$ cat config.mk
export PLATFORM = sky130hd
export DESIGN_NAME = fpma_top
export DESIGN_NICKNAME = d
export VERILOG_FILES = /design/src/include/fpma_pkg.sv /design/src/design/fpma_blink.sv /design/src/design/fpma_button.sv /design/src/design/fpma_top.sv
export SDC_FILE = /design/constraint.sdc
export NUM_CORES = 1
export LEC_CHECK = 0
export BUFFER_PORTS_ARGS = -buffer_cell sky130_fd_sc_hd__buf_4
export CAP_MARGIN = 20
export CELL_PAD_IN_SITES_DETAIL_PLACEMENT = 1
export CELL_PAD_IN_SITES_GLOBAL_PLACEMENT = 1
export CORE_MARGIN = 5
export CORE_UTILIZATION = 50
export DETAILED_ROUTE_END_ITERATION = 10
export GPL_TIMING_DRIVEN = 0
export HOLD_SLACK_MARGIN = 0.12
export PLACE_DENSITY = 0.83
export SYNTH_ARGS = -nofsm -noshare
export SYNTH_HDL_FRONTEND = slang
export SYNTH_HIERARCHICAL = 1
export SYNTH_SLANG_ARGS = --single-unit
$ cat constraint.sdc
create_clock -name clk_in -period 4.1 [get_ports clk_in]
set_input_delay 0.41 -clock clk_in [delete_from_list [all_inputs] [get_ports clk_in]]
set_output_delay 0.41 -clock clk_in [all_outputs]
set_load 0.01 [all_outputs]
$ cat src/include/fpma_pkg.sv
// shared constants of the front panel mode and address block
// assumes a single 20 mhz system clock and an active high asynchronous reset
// Function
// - switch 1 is debug, switch 2 config; config wins, none means run
// - mode switches are captured once after power-up, later changes ignored
// - debug mode puts protocol on multidrop port, debugging on point-to-point port
// - configuration mode carries the configuration exchange on the point-to-point port
// - run mode without edit shows the current address, both digits steady
// - double press in run enters high-digit edit; high flashes, press adds one
// - 3 s hold in high edit enters low edit; low flashes, press adds one
// - 3 s hold in low edit commits address, flashes it three times
// - ten seconds without button activity abandons edit, old address shown again
// - address range is 0 to 99, kept as two decimal digits
// - first-row indicators blink while host port sends or receives, else dark
// - second-row indicators blink while field bus sends or receives, else dark
package fpma_pkg;
	localparam int          CLK_HZ       = 20_000_000;
	localparam int          CYC_PER_MS   = CLK_HZ / 1000;
	localparam int          DEBOUNCE_MS  = 20;
	localparam int          HOLD_MS      = 3000;
	localparam int          GAP_MS       = 400;
	localparam int          IDLE_MS      = 10_000;
	localparam int          FLASH_MS     = 250;
	localparam int          LED_MS       = 100;
	localparam int          DEBOUNCE_CYC = DEBOUNCE_MS * CYC_PER_MS;
	localparam int          HOLD_CYC     = HOLD_MS * CYC_PER_MS;
	localparam int          GAP_CYC      = GAP_MS * CYC_PER_MS;
	localparam int          IDLE_CYC     = IDLE_MS * CYC_PER_MS;
	localparam int          FLASH_CYC    = FLASH_MS * CYC_PER_MS;
	localparam int          LED_CYC      = LED_MS * CYC_PER_MS;
	localparam logic [2:0]  SUCCESS_HALVES = 3'h6;
	localparam logic [1:0]  CAPTURE_WAIT   = 2'h3;
	localparam logic [3:0]  DIGIT_MAX      = 4'h9;
	localparam logic [3:0]  ADDR_HI_RST    = 4'h0;
	localparam logic [3:0]  ADDR_LO_RST    = 4'h0;
	localparam int          CNT_W          = 28;

	typedef enum logic [3:0] {
		FPMA_SHOW    = 4'h1,
		FPMA_EDIT_HI = 4'h2,
		FPMA_EDIT_LO = 4'h4,
		FPMA_SUCCESS = 4'h8
	} fpma_state_t;

	typedef enum logic [2:0] {
		FPMA_RUN    = 3'h1,
		FPMA_CONFIG = 3'h2,
		FPMA_DEBUG  = 3'h4
	} fpma_mode_t;
endpackage

$ cat src/design/fpma_blink.sv
// one activity indicator: blinks while its path is busy, dark when idle
// assumes busy_in is a level from logic on the same clock
`timescale 1ns/1ps
module fpma_blink import fpma_pkg::*; #(
	parameter int HALF_CYC = LED_CYC
) (
	input  wire logic clk_in,
	input  wire logic rst_in,
	input  wire logic busy_in,
	output logic      led_out
);
	logic [CNT_W-1:0] cnt;
	logic             phase;
	logic [CNT_W-1:0] next_cnt;
	logic             next_phase;
	logic             next_led;

	always_comb begin
		next_cnt   = '0;
		next_phase = 1'b1;
		if (busy_in) begin
			next_phase = phase;
			next_cnt   = cnt + 1'b1;
			if (cnt == CNT_W'(HALF_CYC - 1)) begin
				next_cnt   = '0;
				next_phase = ~phase;
			end
		end
		// lit one cycle after busy rises so short bursts still show
		next_led = busy_in & phase;
	end

	always_ff @(posedge clk_in or posedge rst_in) begin
		if (rst_in) begin
			cnt     <= '0;
			phase   <= 1'b1;
			led_out <= 1'b0;
		end else begin
			cnt     <= next_cnt;
			phase   <= next_phase;
			led_out <= next_led;
		end
	end
endmodule

$ cat src/design/fpma_button.sv
// button synchroniser, debouncer and press classifier
// assumes an active high raw button level from a pin, asynchronous to clk_in
`timescale 1ns/1ps
module fpma_button import fpma_pkg::*; #(
	parameter int DEB_CYC  = DEBOUNCE_CYC,
	parameter int HOLD_CYC = fpma_pkg::HOLD_CYC,
	parameter int GAP_CYC  = fpma_pkg::GAP_CYC
) (
	input  wire logic clk_in,
	input  wire logic rst_in,
	input  wire logic button_in,
	output logic      single_out,
	output logic      double_out,
	output logic      long_out,
	output logic      activity_out
);
	logic [2:0]       sync;
	logic             deb;
	logic [CNT_W-1:0] deb_cnt;
	logic [CNT_W-1:0] held_cnt;
	logic [CNT_W-1:0] gap_cnt;
	logic             long_done;
	logic             pend;
	logic             next_deb;
	logic [CNT_W-1:0] next_deb_cnt;
	logic [CNT_W-1:0] next_held_cnt;
	logic [CNT_W-1:0] next_gap_cnt;
	logic             next_long_done;
	logic             next_pend;
	logic             next_single;
	logic             next_double;
	logic             next_long;
	logic             next_act;

	always_comb begin
		next_deb       = deb;
		next_deb_cnt   = '0;
		next_held_cnt  = '0;
		next_gap_cnt   = '0;
		next_long_done = long_done;
		next_pend      = pend;
		next_single    = 1'b0;
		next_double    = 1'b0;
		next_long      = 1'b0;
		next_act       = 1'b0;
		// stage 0 feeds stage 1 only; decisions use the agreeing later stages
		if (sync[1] == sync[2] && sync[2] != deb) begin
			next_deb_cnt = deb_cnt + 1'b1;
			if (deb_cnt == CNT_W'(DEB_CYC - 1)) begin
				next_deb     = sync[2];
				next_deb_cnt = '0;
				next_act     = 1'b1;
			end
		end
		if (deb) begin
			next_held_cnt = held_cnt;
			if (!long_done) begin
				next_held_cnt = held_cnt + 1'b1;
				if (held_cnt == CNT_W'(HOLD_CYC - 1)) begin
					next_long      = 1'b1;
					next_long_done = 1'b1;
					next_pend      = 1'b0;
				end
			end
			if (next_act) begin
				next_long_done = 1'b0;
				next_held_cnt  = '0;
				if (!long_done) begin
					// released short: second click makes a double
					next_double = pend;
					next_pend   = ~pend;
				end
			end
		end else if (pend) begin
			next_gap_cnt = gap_cnt + 1'b1;
			if (gap_cnt == CNT_W'(GAP_CYC - 1)) begin
				next_single = 1'b1;
				next_pend   = 1'b0;
			end
			// a new press clears the gap timer
			if (next_act) begin
				next_gap_cnt = '0;
			end
		end
	end

	always_ff @(posedge clk_in or posedge rst_in) begin
		if (rst_in) begin
			sync         <= 3'h0;
			deb          <= 1'b0;
			deb_cnt      <= '0;
			held_cnt     <= '0;
			gap_cnt      <= '0;
			long_done    <= 1'b0;
			pend         <= 1'b0;
			single_out   <= 1'b0;
			double_out   <= 1'b0;
			long_out     <= 1'b0;
			activity_out <= 1'b0;
		end else begin
			sync         <= {sync[1:0], button_in};
			deb          <= next_deb;
			deb_cnt      <= next_deb_cnt;
			held_cnt     <= next_held_cnt;
			gap_cnt      <= next_gap_cnt;
			long_done    <= next_long_done;
			pend         <= next_pend;
			single_out   <= next_single;
			double_out   <= next_double;
			long_out     <= next_long;
			activity_out <= next_act;
		end
	end
endmodule

$ cat src/design/fpma_top.sv
// front panel: mode switches, address edit button, display and indicators
// assumes switch and button pins asynchronous; busy levels from clk_in logic
`timescale 1ns/1ps
module fpma_top import fpma_pkg::*; #(
	parameter int DEB_CYC   = DEBOUNCE_CYC,
	parameter int HOLD_CYC  = fpma_pkg::HOLD_CYC,
	parameter int GAP_CYC   = fpma_pkg::GAP_CYC,
	parameter int IDLE_CYC  = fpma_pkg::IDLE_CYC,
	parameter int FLASH_CYC = fpma_pkg::FLASH_CYC,
	parameter int LED_CYC   = fpma_pkg::LED_CYC
) (
	input  wire logic       clk_in,
	input  wire logic       rst_in,
	input  wire logic       dip_debug_in,
	input  wire logic       dip_config_in,
	input  wire logic       button_in,
	input  wire logic       host_tx_busy_in,
	input  wire logic       host_rx_busy_in,
	input  wire logic       field_tx_busy_in,
	input  wire logic       field_rx_busy_in,
	output logic            mode_valid_out,
	output logic            mode_run_out,
	output logic            mode_config_out,
	output logic            mode_debug_out,
	output logic            proto_on_multidrop_out,
	output logic            debug_on_p2p_out,
	output logic            config_on_p2p_out,
	output logic [3:0]      digit_hi_out,
	output logic [3:0]      digit_lo_out,
	output logic            digit_hi_on_out,
	output logic            digit_lo_on_out,
	output logic            editing_out,
	output logic [6:0]      slave_addr_out,
	output logic            led_host_tx_out,
	output logic            led_host_rx_out,
	output logic            led_field_tx_out,
	output logic            led_field_rx_out
);
	// mode capture group
	logic [2:0]  dbg_sync;
	logic [2:0]  cfg_sync;
	logic [1:0]  cap_cnt;
	logic        captured;
	fpma_mode_t  mode;
	logic [1:0]  next_cap_cnt;
	logic        next_captured;
	fpma_mode_t  next_mode;

	always_comb begin
		next_cap_cnt  = cap_cnt;
		next_captured = captured;
		next_mode     = mode;
		if (!captured) begin
			if (cap_cnt != CAPTURE_WAIT) begin
				next_cap_cnt = cap_cnt + 2'h1;
			end else if (dbg_sync[1] == dbg_sync[2] && cfg_sync[1] == cfg_sync[2]) begin
				// taken once; the switches are never looked at again
				next_captured = 1'b1;
				if (cfg_sync[2]) begin
					next_mode = FPMA_CONFIG;
				end else if (dbg_sync[2]) begin
					next_mode = FPMA_DEBUG;
				end else begin
					next_mode = FPMA_RUN;
				end
			end
		end
	end

	always_ff @(posedge clk_in or posedge rst_in) begin
		if (rst_in) begin
			dbg_sync <= 3'h0;
			cfg_sync <= 3'h0;
			cap_cnt  <= 2'h0;
			captured <= 1'b0;
			mode     <= FPMA_RUN;
		end else begin
			dbg_sync <= {dbg_sync[1:0], dip_debug_in};
			cfg_sync <= {cfg_sync[1:0], dip_config_in};
			cap_cnt  <= next_cap_cnt;
			captured <= next_captured;
			mode     <= next_mode;
		end
	end

	// button classification
	logic btn_single;
	logic btn_double;
	logic btn_long;
	logic btn_act;

	fpma_button #(
		.DEB_CYC  (DEB_CYC),
		.HOLD_CYC (HOLD_CYC),
		.GAP_CYC  (GAP_CYC)
	) u_button (
		.clk_in       (clk_in),
		.rst_in       (rst_in),
		.button_in    (button_in),
		.single_out   (btn_single),
		.double_out   (btn_double),
		.long_out     (btn_long),
		.activity_out (btn_act)
	);

	// address edit group
	fpma_state_t      state;
	logic [3:0]       addr_hi;
	logic [3:0]       addr_lo;
	logic [3:0]       edit_hi;
	logic [3:0]       edit_lo;
	logic [CNT_W-1:0] idle_cnt;
	logic [CNT_W-1:0] flash_cnt;
	logic             flash_phase;
	logic [2:0]       halves;
	fpma_state_t      next_state;
	logic [3:0]       next_addr_hi;
	logic [3:0]       next_addr_lo;
	logic [3:0]       next_edit_hi;
	logic [3:0]       next_edit_lo;
	logic [CNT_W-1:0] next_idle_cnt;
	logic [CNT_W-1:0] next_flash_cnt;
	logic             next_flash_phase;
	logic [2:0]       next_halves;
	logic [3:0]       next_disp_hi;
	logic [3:0]       next_disp_lo;
	logic             next_hi_on;
	logic             next_lo_on;
	logic [6:0]       next_addr_bin;

	function automatic logic [3:0] fpma_inc(input logic [3:0] d);
		// nine wraps to zero so the address never leaves 0..99
		if (d >= DIGIT_MAX) begin
			return 4'h0;
		end
		return d + 4'h1;
	endfunction

	always_comb begin
		next_state       = state;
		next_addr_hi     = addr_hi;
		next_addr_lo     = addr_lo;
		next_edit_hi     = edit_hi;
		next_edit_lo     = edit_lo;
		next_idle_cnt    = '0;
		next_flash_cnt   = flash_cnt + 1'b1;
		next_flash_phase = flash_phase;
		next_halves      = halves;
		if (flash_cnt == CNT_W'(FLASH_CYC - 1)) begin
			next_flash_cnt   = '0;
			next_flash_phase = ~flash_phase;
			next_halves      = halves + 3'h1;
		end
		case (state)
			FPMA_SHOW: begin
				if (mode == FPMA_RUN && captured && btn_double) begin
					next_state       = FPMA_EDIT_HI;
					next_edit_hi     = addr_hi;
					next_edit_lo     = addr_lo;
					next_flash_cnt   = '0;
					next_flash_phase = 1'b0;
				end
			end
			FPMA_EDIT_HI, FPMA_EDIT_LO: begin
				next_idle_cnt = btn_act ? '0 : idle_cnt + 1'b1;
				if (btn_single && state == FPMA_EDIT_HI) begin
					next_edit_hi = fpma_inc(edit_hi);
				end
				if (btn_single && state == FPMA_EDIT_LO) begin
					next_edit_lo = fpma_inc(edit_lo);
				end
				if (btn_long && state == FPMA_EDIT_HI) begin
					next_state = FPMA_EDIT_LO;
				end
				if (btn_long && state == FPMA_EDIT_LO) begin
					// commit, then three dark/lit pairs
					next_addr_hi     = edit_hi;
					next_addr_lo     = edit_lo;
					next_state       = FPMA_SUCCESS;
					next_flash_cnt   = '0;
					next_flash_phase = 1'b0;
					next_halves      = 3'h0;
				end
				if (idle_cnt == CNT_W'(IDLE_CYC - 1)) begin
					// stored digits untouched, so the old address returns
					next_state = FPMA_SHOW;
				end
			end
			FPMA_SUCCESS: begin
				// leave on the sixth half so no short extra dark blip follows
				if (next_halves == SUCCESS_HALVES) begin
					next_state = FPMA_SHOW;
				end
			end
			default: begin
				next_state = FPMA_SHOW;
			end
		endcase
		next_disp_hi = addr_hi;
		next_disp_lo = addr_lo;
		next_hi_on   = 1'b1;
		next_lo_on   = 1'b1;
		case (state)
			FPMA_EDIT_HI: begin
				next_disp_hi = edit_hi;
				next_disp_lo = edit_lo;
				next_hi_on   = flash_phase;
			end
			FPMA_EDIT_LO: begin
				next_disp_hi = edit_hi;
				next_disp_lo = edit_lo;
				next_lo_on   = flash_phase;
			end
			FPMA_SUCCESS: begin
				next_hi_on = flash_phase;
				next_lo_on = flash_phase;
			end
			default: begin
				next_hi_on = 1'b1;
			end
		endcase
		// widen before the product, a 4-bit product would wrap
		next_addr_bin = 7'(addr_hi) * 7'h0a + 7'(addr_lo);
	end

	always_ff @(posedge clk_in or posedge rst_in) begin
		if (rst_in) begin
			state           <= FPMA_SHOW;
			addr_hi         <= ADDR_HI_RST;
			addr_lo         <= ADDR_LO_RST;
			edit_hi         <= ADDR_HI_RST;
			edit_lo         <= ADDR_LO_RST;
			idle_cnt        <= '0;
			flash_cnt       <= '0;
			flash_phase     <= 1'b0;
			halves          <= 3'h0;
			digit_hi_out    <= ADDR_HI_RST;
			digit_lo_out    <= ADDR_LO_RST;
			digit_hi_on_out <= 1'b1;
			digit_lo_on_out <= 1'b1;
			editing_out     <= 1'b0;
			slave_addr_out  <= 7'h0;
		end else begin
			state           <= next_state;
			addr_hi         <= next_addr_hi;
			addr_lo         <= next_addr_lo;
			edit_hi         <= next_edit_hi;
			edit_lo         <= next_edit_lo;
			idle_cnt        <= next_idle_cnt;
			flash_cnt       <= next_flash_cnt;
			flash_phase     <= next_flash_phase;
			halves          <= next_halves;
			digit_hi_out    <= next_disp_hi;
			digit_lo_out    <= next_disp_lo;
			digit_hi_on_out <= next_hi_on;
			digit_lo_on_out <= next_lo_on;
			editing_out     <= (state == FPMA_EDIT_HI) || (state == FPMA_EDIT_LO);
			slave_addr_out  <= next_addr_bin;
		end
	end

	// port role outputs; held low until the switches have been captured
	always_ff @(posedge clk_in or posedge rst_in) begin
		if (rst_in) begin
			mode_valid_out         <= 1'b0;
			mode_run_out           <= 1'b0;
			mode_config_out        <= 1'b0;
			mode_debug_out         <= 1'b0;
			proto_on_multidrop_out <= 1'b0;
			debug_on_p2p_out       <= 1'b0;
			config_on_p2p_out      <= 1'b0;
		end else begin
			mode_valid_out         <= captured;
			mode_run_out           <= captured && mode == FPMA_RUN;
			mode_config_out        <= captured && mode == FPMA_CONFIG;
			mode_debug_out         <= captured && mode == FPMA_DEBUG;
			proto_on_multidrop_out <= captured && mode != FPMA_CONFIG;
			debug_on_p2p_out       <= captured && mode == FPMA_DEBUG;
			config_on_p2p_out      <= captured && mode == FPMA_CONFIG;
		end
	end

	// activity indicators, one instance per path
	fpma_blink #(.HALF_CYC(LED_CYC)) u_led_host_tx (
		.clk_in  (clk_in),
		.rst_in  (rst_in),
		.busy_in (host_tx_busy_in),
		.led_out (led_host_tx_out)
	);

	fpma_blink #(.HALF_CYC(LED_CYC)) u_led_host_rx (
		.clk_in  (clk_in),
		.rst_in  (rst_in),
		.busy_in (host_rx_busy_in),
		.led_out (led_host_rx_out)
	);

	fpma_blink #(.HALF_CYC(LED_CYC)) u_led_field_tx (
		.clk_in  (clk_in),
		.rst_in  (rst_in),
		.busy_in (field_tx_busy_in),
		.led_out (led_field_tx_out)
	);

	fpma_blink #(.HALF_CYC(LED_CYC)) u_led_field_rx (
		.clk_in  (clk_in),
		.rst_in  (rst_in),
		.busy_in (field_rx_busy_in),
		.led_out (led_field_rx_out)
	);
endmodule

# Word-level counts from Yosys, hierarchy flattened
# Index checks and enable logic that the tools add are counted.
# word_totals
reg_bits	329
latchBits	0
mem_bits_rw	0
romBits	0
input_bits	9
out_inout_bits	29
elab_cells	221
memories	0
# op_classes
n_addsub	14
n_mul	1
n_div	0
order_cmp	2
n_eq_ne	33
n_shift	0
n_mux	88
bitwise_logic	12
n_reduce_logical	23
# ops
cell	count
28-bit 2-to-1 mux	21
28-bit by 1-bit adder with 28-bit output (second input constant)	9
28-bit by 21-bit equality test with 1-bit output (second input constant)	4
4-bit 2-to-1 mux	15
28-bit by 23-bit equality test with 1-bit output (second input constant)	2
28-bit one-hot mux with 2 select lines	1
1-bit 2-to-1 mux	42
28-bit by 19-bit equality test with 1-bit output (second input constant)	1
28-bit by 26-bit equality test with 1-bit output (second input constant)	1
28-bit equality test (second input constant)	1
4-bit one-hot mux with 2 select lines	2
3-bit 2-to-1 mux	5
2-bit by 1-bit inequality test with 1-bit output (second input constant)	6
4-bit one-hot mux with 3 select lines	1
3-bit AND reduction	4
1-bit logical AND	11
4-bit by 1-bit adder with 4-bit output (second input constant)	2
4-bit greater-or-equal comparator (second input constant)	2
1-bit NOT	8
7-bit by 4-bit adder with 7-bit output	1
3-bit equality test (second input constant)	2
4-bit by 3-bit multiplier with 6-bit output (second input constant)	1
2-bit inequality test (second input constant)	3
2-bit AND reduction	3
18 further kinds	25

# Logic depth before layout (Yosys ltp)
# Gate-level depths: netlist of the first run.
# depth
depth_word	7
depth_mapped	9
depth_no_buf	8

# Modules after synthesis
# The synthesis of the first run kept the hierarchy.
# by_module_without_submodules
mod	n_inst	cells_each	area_each_um2	seq_area_each_um2
fpma_blink	4	163	1579.0	752.0
fpma_top	1	531	5457.7	2882.8
fpma_button	1	460	4670.7	2352.3

# Worst setup path before layout of the first run
# Ideal clock, no wire load.
# synth_path
path_type	register -> register
startpoint	register state[0]
endpoint	register flash_cnt[18]
setup_time_ns	0.071
arrival_ns	1.961
required_ns	4.029
slack_ns	2.067
stages_incl_launch_ff	10
n_path_buf	3
period_less_slack_ns	2.033
path_cell_list	dfstp_2 > buf_2 > nand2b_4 > or3_1 > a21oi_2 > a21oi_1 > or2_1 > buf_2 > buf_6 > nor2_1
# synth_via
elab_chain_len	4
elab_cells_between_ends	7
classes_between	eq/ne (3); mux (2); reduce/logical (2)
# synth_lines
item	line	source
start, declared	fpma_top.sv:107	fpma_state_t state;
start signal, assigned	fpma_top.sv:244	state <= next_state;
4-bit by 3-bit equality test with 1-bit output	fpma_top.sv:154, fpma_top.sv:175	
1-bit logical AND	fpma_top.sv:175	if (btn_long && state == FPMA_EDIT_LO) begin
28-bit 2-to-1 mux	fpma_top.sv:175	
28-bit one-hot mux with 2 select lines *	fpma_top.sv:154	case (state)
named net next_flash_cnt[18]	fpma_top.sv:122	logic [CNT_W-1:0] next_flash_cnt;
end signal, assigned	fpma_top.sv:250	flash_cnt <= next_flash_cnt;
end, declared	fpma_top.sv:113	logic [CNT_W-1:0] flash_cnt;
# Mark *: on every way through the listed nets, which the timed path passes. The rest lies on a longest branch.
# A chain may end at the register's enable or synchronous reset.

# Final worst setup path of the first run
# layout_path
startpoint	register state[3]
endpoint	register idle_cnt[24]
# layout_via
elab_chain_len	3
elab_cells_between_ends	4
classes_between	eq/ne (2); mux (1); reduce/logical (1)
# layout_lines
item	line	source
4-bit by 2-bit equality test with 1-bit output / 4-bit by 3-bit equality test with 1-bit output (equally long branches)	fpma_top.sv:154	
2-bit OR reduction (no source line) *	--	
28-bit 2-to-1 mux *	fpma_top.sv:154	
named net next_idle_cnt[24]	fpma_top.sv:121	logic [CNT_W-1:0] next_idle_cnt;
end signal, assigned	fpma_top.sv:249	idle_cnt <= next_idle_cnt;
end, declared	fpma_top.sv:112	logic [CNT_W-1:0] idle_cnt;
# Marked as above.

==> results of run 1 <==
-- timing repair --
action,4_1_cts,5_1_grt
hold buffers,8,0
setup endpoints to repair,0,0
gates resized for setup,0,0
hold endpoints to repair,135,0
-- layer usage --
metal	vias to the layer above	part of all wire
met5	-	0
met4	0	0.021
met3	63	0.028
met2	177	0.52
met1	6595	0.43
li1	6007	-
-- how the worst max path moves through the flow --
stage	startpoint	end	slack [ps]	cells after the start
2_1_floorplan	rst_in	addr_hi[0]	650	1
3_3_place_gp	rst_in	captured	-860	2
3_5_place_dp	state[3]	idle_cnt[18]	1560	8
4_1_cts	state[3]	idle_cnt[17]	1520	8
5_1_grt	state[3]	idle_cnt[24]	1290	8
6_report	state[3]	idle_cnt[24]	1520	8
-- stage by stage --
stage / hold slack, ps / power [mW] / util / instances
2_1_floorplan: 331.2 / 3.485 / - / 1643
3_3_place_gp: 335.2 / 3.566 / 0.5310 / 2122
3_5_place_dp: 372.2 / 3.602 / 0.5365 / 2128
4_1_cts: 382.6 / 7.206 / 0.5799 / 2205
5_1_grt: 386.5 / 7.375 / 0.5799 / 2205
6_report: 376.4 / 7.119 / 0.5799 / 2205
-- final cells by class --
cell class | instances | area, µm² | share of cell area
Sequential cell | 329 | 8243 | 0.4369
Multi-Input combinational cell | 1210 | 7702 | 0.4083
Clock buffer | 58 | 1170 | 0.06201
Tap cell | 442 | 553.0 | 0.02931
Timing Repair Buffer | 51 | 523.0 | 0.02772
Buffer | 57 | 329.1 | 0.01744
Inverter | 47 | 183.9 | 0.009749
Clock inverter | 11 | 162.7 | 0.008621
-- power by group through the flow --
stage	Clock, mW	Combinational [mW]	Sequential (mW)
3_5_place_dp	0	0.227	3.37
5_1_grt	3.80	0.257	3.32
4_1_cts	3.65	0.237	3.32
3_3_place_gp	0	0.197	3.37
2_1_floorplan	0	0.115	3.37
6_report	3.57	0.228	3.32
-- state kept, by name, summed over array words and instances, names as in the netlist, 7 cells and up, named ones only --
| name | flops |
|---|---|
| u_button/held_cnt | 28 |
| u_button/deb_cnt | 28 |
| idle_cnt | 28 |
| u_led_host_rx/cnt | 28 |
| u_led_field_rx/cnt | 28 |
| u_button/gap_cnt | 28 |
| u_led_field_tx/cnt | 28 |
| u_led_host_tx/cnt | 28 |
| slave_addr_out | 7 |
| flash_cnt | 28 |
-- worst max-delay path: stages, from the launching register on --
cell and delay [ps]:
dfrtp_1 320, clkbuf_1 390, or3_1 180, buf_2 210, clkinv_1 340, nand2b_1 180, buf_2 260, buf_1 440
nor2_1 110
-- logic make-up after synthesis --
kind of cell	count (synthesis)	synth area share
XOR/XNOR	196	0.1044
flip-flops	329	0.5013
AND/OR/NAND/NOR	810	0.2741
adder cells (fa/ha/maj)	26	0.02070
buffers and inverters	104	0.03074
AO/OA/AOI/OAI	172	0.06467
multiplexers	6	0.004108
-- Yosys cell counts, types with 13 or more instances --
master,number,area share
inv_1,46,0.011
clkbuf_1,13,0.0030
ha_1,24,0.018
o31ai_1,41,0.019
xor2_1,105,0.056
and2_1,21,0.0080
and3_1,25,0.0095
dfrtp_1,321,0.49
buf_2,25,0.0076
xnor2_1,91,0.048
nor4b_1,14,0.0075
nor3_1,23,0.0070
and4_1,23,0.012
nand3_1,97,0.030
nor2_1,236,0.054
nand4_1,95,0.036
o21ai_0,45,0.014
or3_1,20,0.0076
nand2_1,117,0.027
a21oi_1,65,0.020
nor4_1,18,0.0068
or4_1,45,0.021
==> results.toml, run 1 <==
[outcome]
outcome = "complete, no violations"

[worst_setup_path]
rr_startpoint = "state[3]"
end_kind = "flip-flop"
r2r-end = "idle_cnt[24]"
ff2ff_setup_slack_ps = 1520
worstSetupPathType = "flip-flop to flip-flop"
worstPathRequired_ps = 4480
critical_path.max_fanout = 10
cp-start-kind = "flip-flop"
r2r_cells = 8
worst_ep_arrival_time_ps = 2960

[pwr]
clock_power_share = 0.502
power_density_nw_per_um2 = 377.3
vdd_drop_max_v = 0.0002941
p_int_mw = 5.589
leakagePower_nw = 7.770
seq_power_share = 0.466
comb_power_share = 0.032
sw_frac_of_total = 0.2149
switchingPower_mw = 1.529

[timing]
final-max-slew-violation-count = 0
fmax_mhz = 388.0
setup_viol = 0
hold_viol = 0
finalCritPeriodShare = 0.6285
period_needed_ps = 2577
tightest_slew_ps = 1058
rsz0062_at_grt = "no"
final.setup_skew_ps = 13.24
finalSetupTns_ps = 0
fin_ws_ps = 1523
slew_headroom = 0.2888

[floorplan]
ios = 38
dieArea_um2 = 36620
chipHeight_um = 191.4
die_x_um = 191.4
core-area_um2 = 32540
initial_core_util = 0.5054
placementRows = 66

[global_routing]
antenna_found_initial = 0
grt-ovfl-total = 0
grt_use_met3 = 0.03232
grt_pass1_vias = 14159
grt_max_degree = 62
grtUsageMet2 = 0.4250
use_met1 = 0.2951
grt-busiest-layer = "met2"
grt_usage = 0.2346
grt_pass1_wl_mm = 71.72

[placement]
port_buffers = 37
preCtsSetupSlack_ps = 1555
place_area_um2 = 17450
globalplace.congestion = 0.7970
hpwl_mm = 27.92

[synthesis]
synthFlopType = "dfrtp_1"
netlist_instances = 1643
syn_area_per_cell_um2 = 10.01
netlist_area_um2 = 16440
synth_cell_types = 74
synthArstFlopShare = 1.000
synth_nets = 1678
ys_ff_latch = 329
ys_seq_area_frac = 0.5013
yosys_warnings = 6
synth-edff-count = 0

[min_path]
min_to = "cfg_sync[1]"
hold_path_class = "flip-flop to flip-flop"
min_path_cells = 0
hp-start = "cfg_sync[0]"

[clocking]
postCtsSetupBuffers = 0
cts_max_level = 2
clk_path_buf_depth = 3
root_buffer = "clkbuf_16"
tritoncts = "done"
numCtsBuffers = 38
clk_latency_ps = 530
cts.clk_slew.worst_paths_ps = 60
clkSinkCount = 329

[drt]
routed_wl_mm = 42.41
first_iter_violations = 645
vias = 12842
firstDrtPassIters = 5
detail_route.wl_per_cell_um = 19.23
drc = 0
vias_per_cell = 5.824
detail-route-antenna-nets = 0

[cells_and_area]
area_growth_syn_to_layout_pct = 14.73
diodes = 0
final_common_cell = "dfrtp_1"
fin_nets = 1769
drive_gt1_frac = 0.1248
stdcell_area_um2 = 18870
mostFrequentLayoutCells = "dfrtp_1, nor2_1, nand2_1"
fillers = 3636

[job]
drv_cap = 0
(Power assumes the default switching activity.)
==> run 2, diff against run 1 <==
==> constraint.sdc (replaced) <==
create_clock -name clk_in -period 2.4 [get_ports clk_in]
set_input_delay 0.24 -clock clk_in [delete_from_list [all_inputs] [get_ports clk_in]]
set_output_delay 0.24 -clock clk_in [all_outputs]
set_load 0.01 [all_outputs]
==> run 2 against run 1 <==
- flip-flop and latch count is the same
- sequential power up 70%
- routed wire length shrank 0.81%
- maximum frequency is 12% higher
- first-iteration DRC count shrank 6.4%
- sequential share of layout area shrank 0.14 points
- non-clock buffer count grew 7
- register-to-register slack worse by 1400 ps
- final area rose by 0.31%
- worst hold slack worse by 20 ps
- count of clock-buffer cells in the layout fell by 6
==> results.toml, run 2 (synthesis gave the netlist of run 1 again) <==
[timing]
period_needed_ps = 2293
final.setup_skew_ps = 12.90
hold_viol = 0
finalCritPeriodShare = 0.9554
final-max-slew-violation-count = 0
finalSetupTns_ps = 0
fin_hold_ws_ps = 356.4
slew_headroom = 0.3071
fin_ws_ps = 107.1
tightest_slew_ps = 1031
setup_viol = 0
fmax_mhz = 436.1

[worst_setup_path]
worstPathBufferInverterCount = 3
r2r-end = "flash_cnt[1]"
critical_path.max_fanout = 10
crit_path_top_delay_cell = "or3_1"
end_kind = "flip-flop"
r2r_cells = 9
worstPathRequired_ps = 2830
ff2ff_setup_slack_ps = 110
crit_path_cell_trace = "buf_4, nand2b_4, or3_1, a21oi_4, a21oi_1, or2_1, buf_2, buf_6, nor2_1"
path_delay_family = "simple AND/OR/NAND/NOR gates"
cp-start-kind = "flip-flop"
slowest_delay_ps = 420
rr_startpoint = "state[2]"
worstSetupPathType = "flip-flop to flip-flop"
worst_ep_arrival_time_ps = 2720

[clocking]
cts_max_level = 2
clk_latency_ps = 520
clk_path_buf_depth = 3
numCtsBuffers = 37
cts.clk_slew.worst_paths_ps = 60
clkSinkCount = 329
tritoncts = "done"
root_buffer = "clkbuf_16"

[global_routing]
antenna_found_initial = 0
grt_pass1_vias = 14182
grt-ovfl-total = 0
grt_usage = 0.2321
grt_max_degree = 42
grt_pass1_wl_mm = 71.19

[placement]
port_buffers = 37
hpwl_mm = 27.58
globalplace.congestion = 0.8107
place_area_um2 = 17500
dp.cells = 2131
preCtsSetupSlack_ps = -120.5

[drt]
detail_route.wl_per_cell_um = 19.06
routed_wl_mm = 42.07
vias = 13043
first_iter_violations = 604
drc = 0
firstDrtPassIters = 4
vias_per_cell = 5.910
detail-route-antenna-nets = 0

[floorplan]
placementRows = 66
initial_core_util = 0.5054
core-area_um2 = 32540
ios = 38
chipHeight_um = 191.4
die_x_um = 191.4
dieArea_um2 = 36620

[pwr]
leakagePower_nw = 7.809
power_density_nw_per_um2 = 627.6
vdd_drop_max_v = 0.0004543

[cells_and_area]
mostFrequentLayoutCells = "dfrtp_1, nor2_1, nand2_1"
instances_no_fill = 2207
final_common_cell = "dfrtp_1"
multi_input_area_um2 = 7752
ff_latch_area_um2 = 8243
area_growth_syn_to_layout_pct = 15.09
drive_gt1_frac = 0.1314
fin_nets = 1775
diodes = 0
stdcell_area_um2 = 18930
fillers = 3635

[min_path]
min_path_cells = 0
hold_path_class = "flip-flop to flip-flop"
hp-start = "dbg_sync[0]"
min_to = "dbg_sync[1]"

[outcome]
outcome = "complete, no violations"

[job]
drv_cap = 0
[run 2: changes by cell type in the layout (fill, tap and decap cells not counted), sizes merged]
cell / previous run / this run
clkinv: 5 / 7
clkbuf: 75 / 67
clkinvlp: 3 / 4
bufinv: 4 / 3
buf: 79 / 88
inv: 46 / 45
[run 2: what timing repair did]
action,CTS,global route
setup buffers,0,7
pin swaps,0,2
hold buffers,8,0
resized for setup,4,6
hold endpoints to repair,126,0
endpoints found under the setup margin,24,95
[run 2: layout make-up]
| class | instances | share of cell area |
|---|---|---|
| Clock buffer | 52 | 0.05838 |
| Clock inverter | 12 | 0.007669 |
| Tap cell | 442 | 0.02922 |
| Buffer | 54 | 0.01686 |
| Timing Repair Buffer | 61 | 0.03279 |
| Multi-Input combinational cell | 1210 | 0.4096 |
| Sequential cell | 329 | 0.4355 |
| Inverter | 47 | 0.009917 |
[run 2: worst max-delay path by stage]
stage                               startpoint                    end  slack (ps)  cells past startpoint
after detailed placement              state[3]           idle_cnt[17]        -120                      8
after global routing      u_led_host_tx/cnt[0]  u_led_host_tx/cnt[24]          -9                      7
after global placement                  rst_in             cap_cnt[0]         -80                      2
after CTS                             state[0]           flash_cnt[1]           2                      9
after floorplan                       state[0]          flash_cnt[18]         370                      9
final                                 state[2]           flash_cnt[1]         110                      9
[run 2: layer usage]
layer | track usage | wire length [µm] | vias to the layer above
met1 | 0.2967 | 18500 | 6770
met2 | 0.4142 | 21420 | 186
li1 | - | - | 6013
met5 | 0 | 0 | -
met3 | 0.02977 | 1170 | 74
met4 | 0.06630 | 978 | 0
[run 2: stage by stage]
step	util	power [mW]
floorplan	-	5.955
global placement	0.5312	6.092
detailed placement	0.5378	6.151
CTS	0.5792	12.02
global route	0.5817	12.32
finish	0.5817	11.88
[run 2: report_power, final]
part	total (mW)	internal (mW)	switching, mW
Clock	5.82	3.53	2.29
Sequential	5.66	5.61	0.0483
Combinational	0.398	0.150	0.248
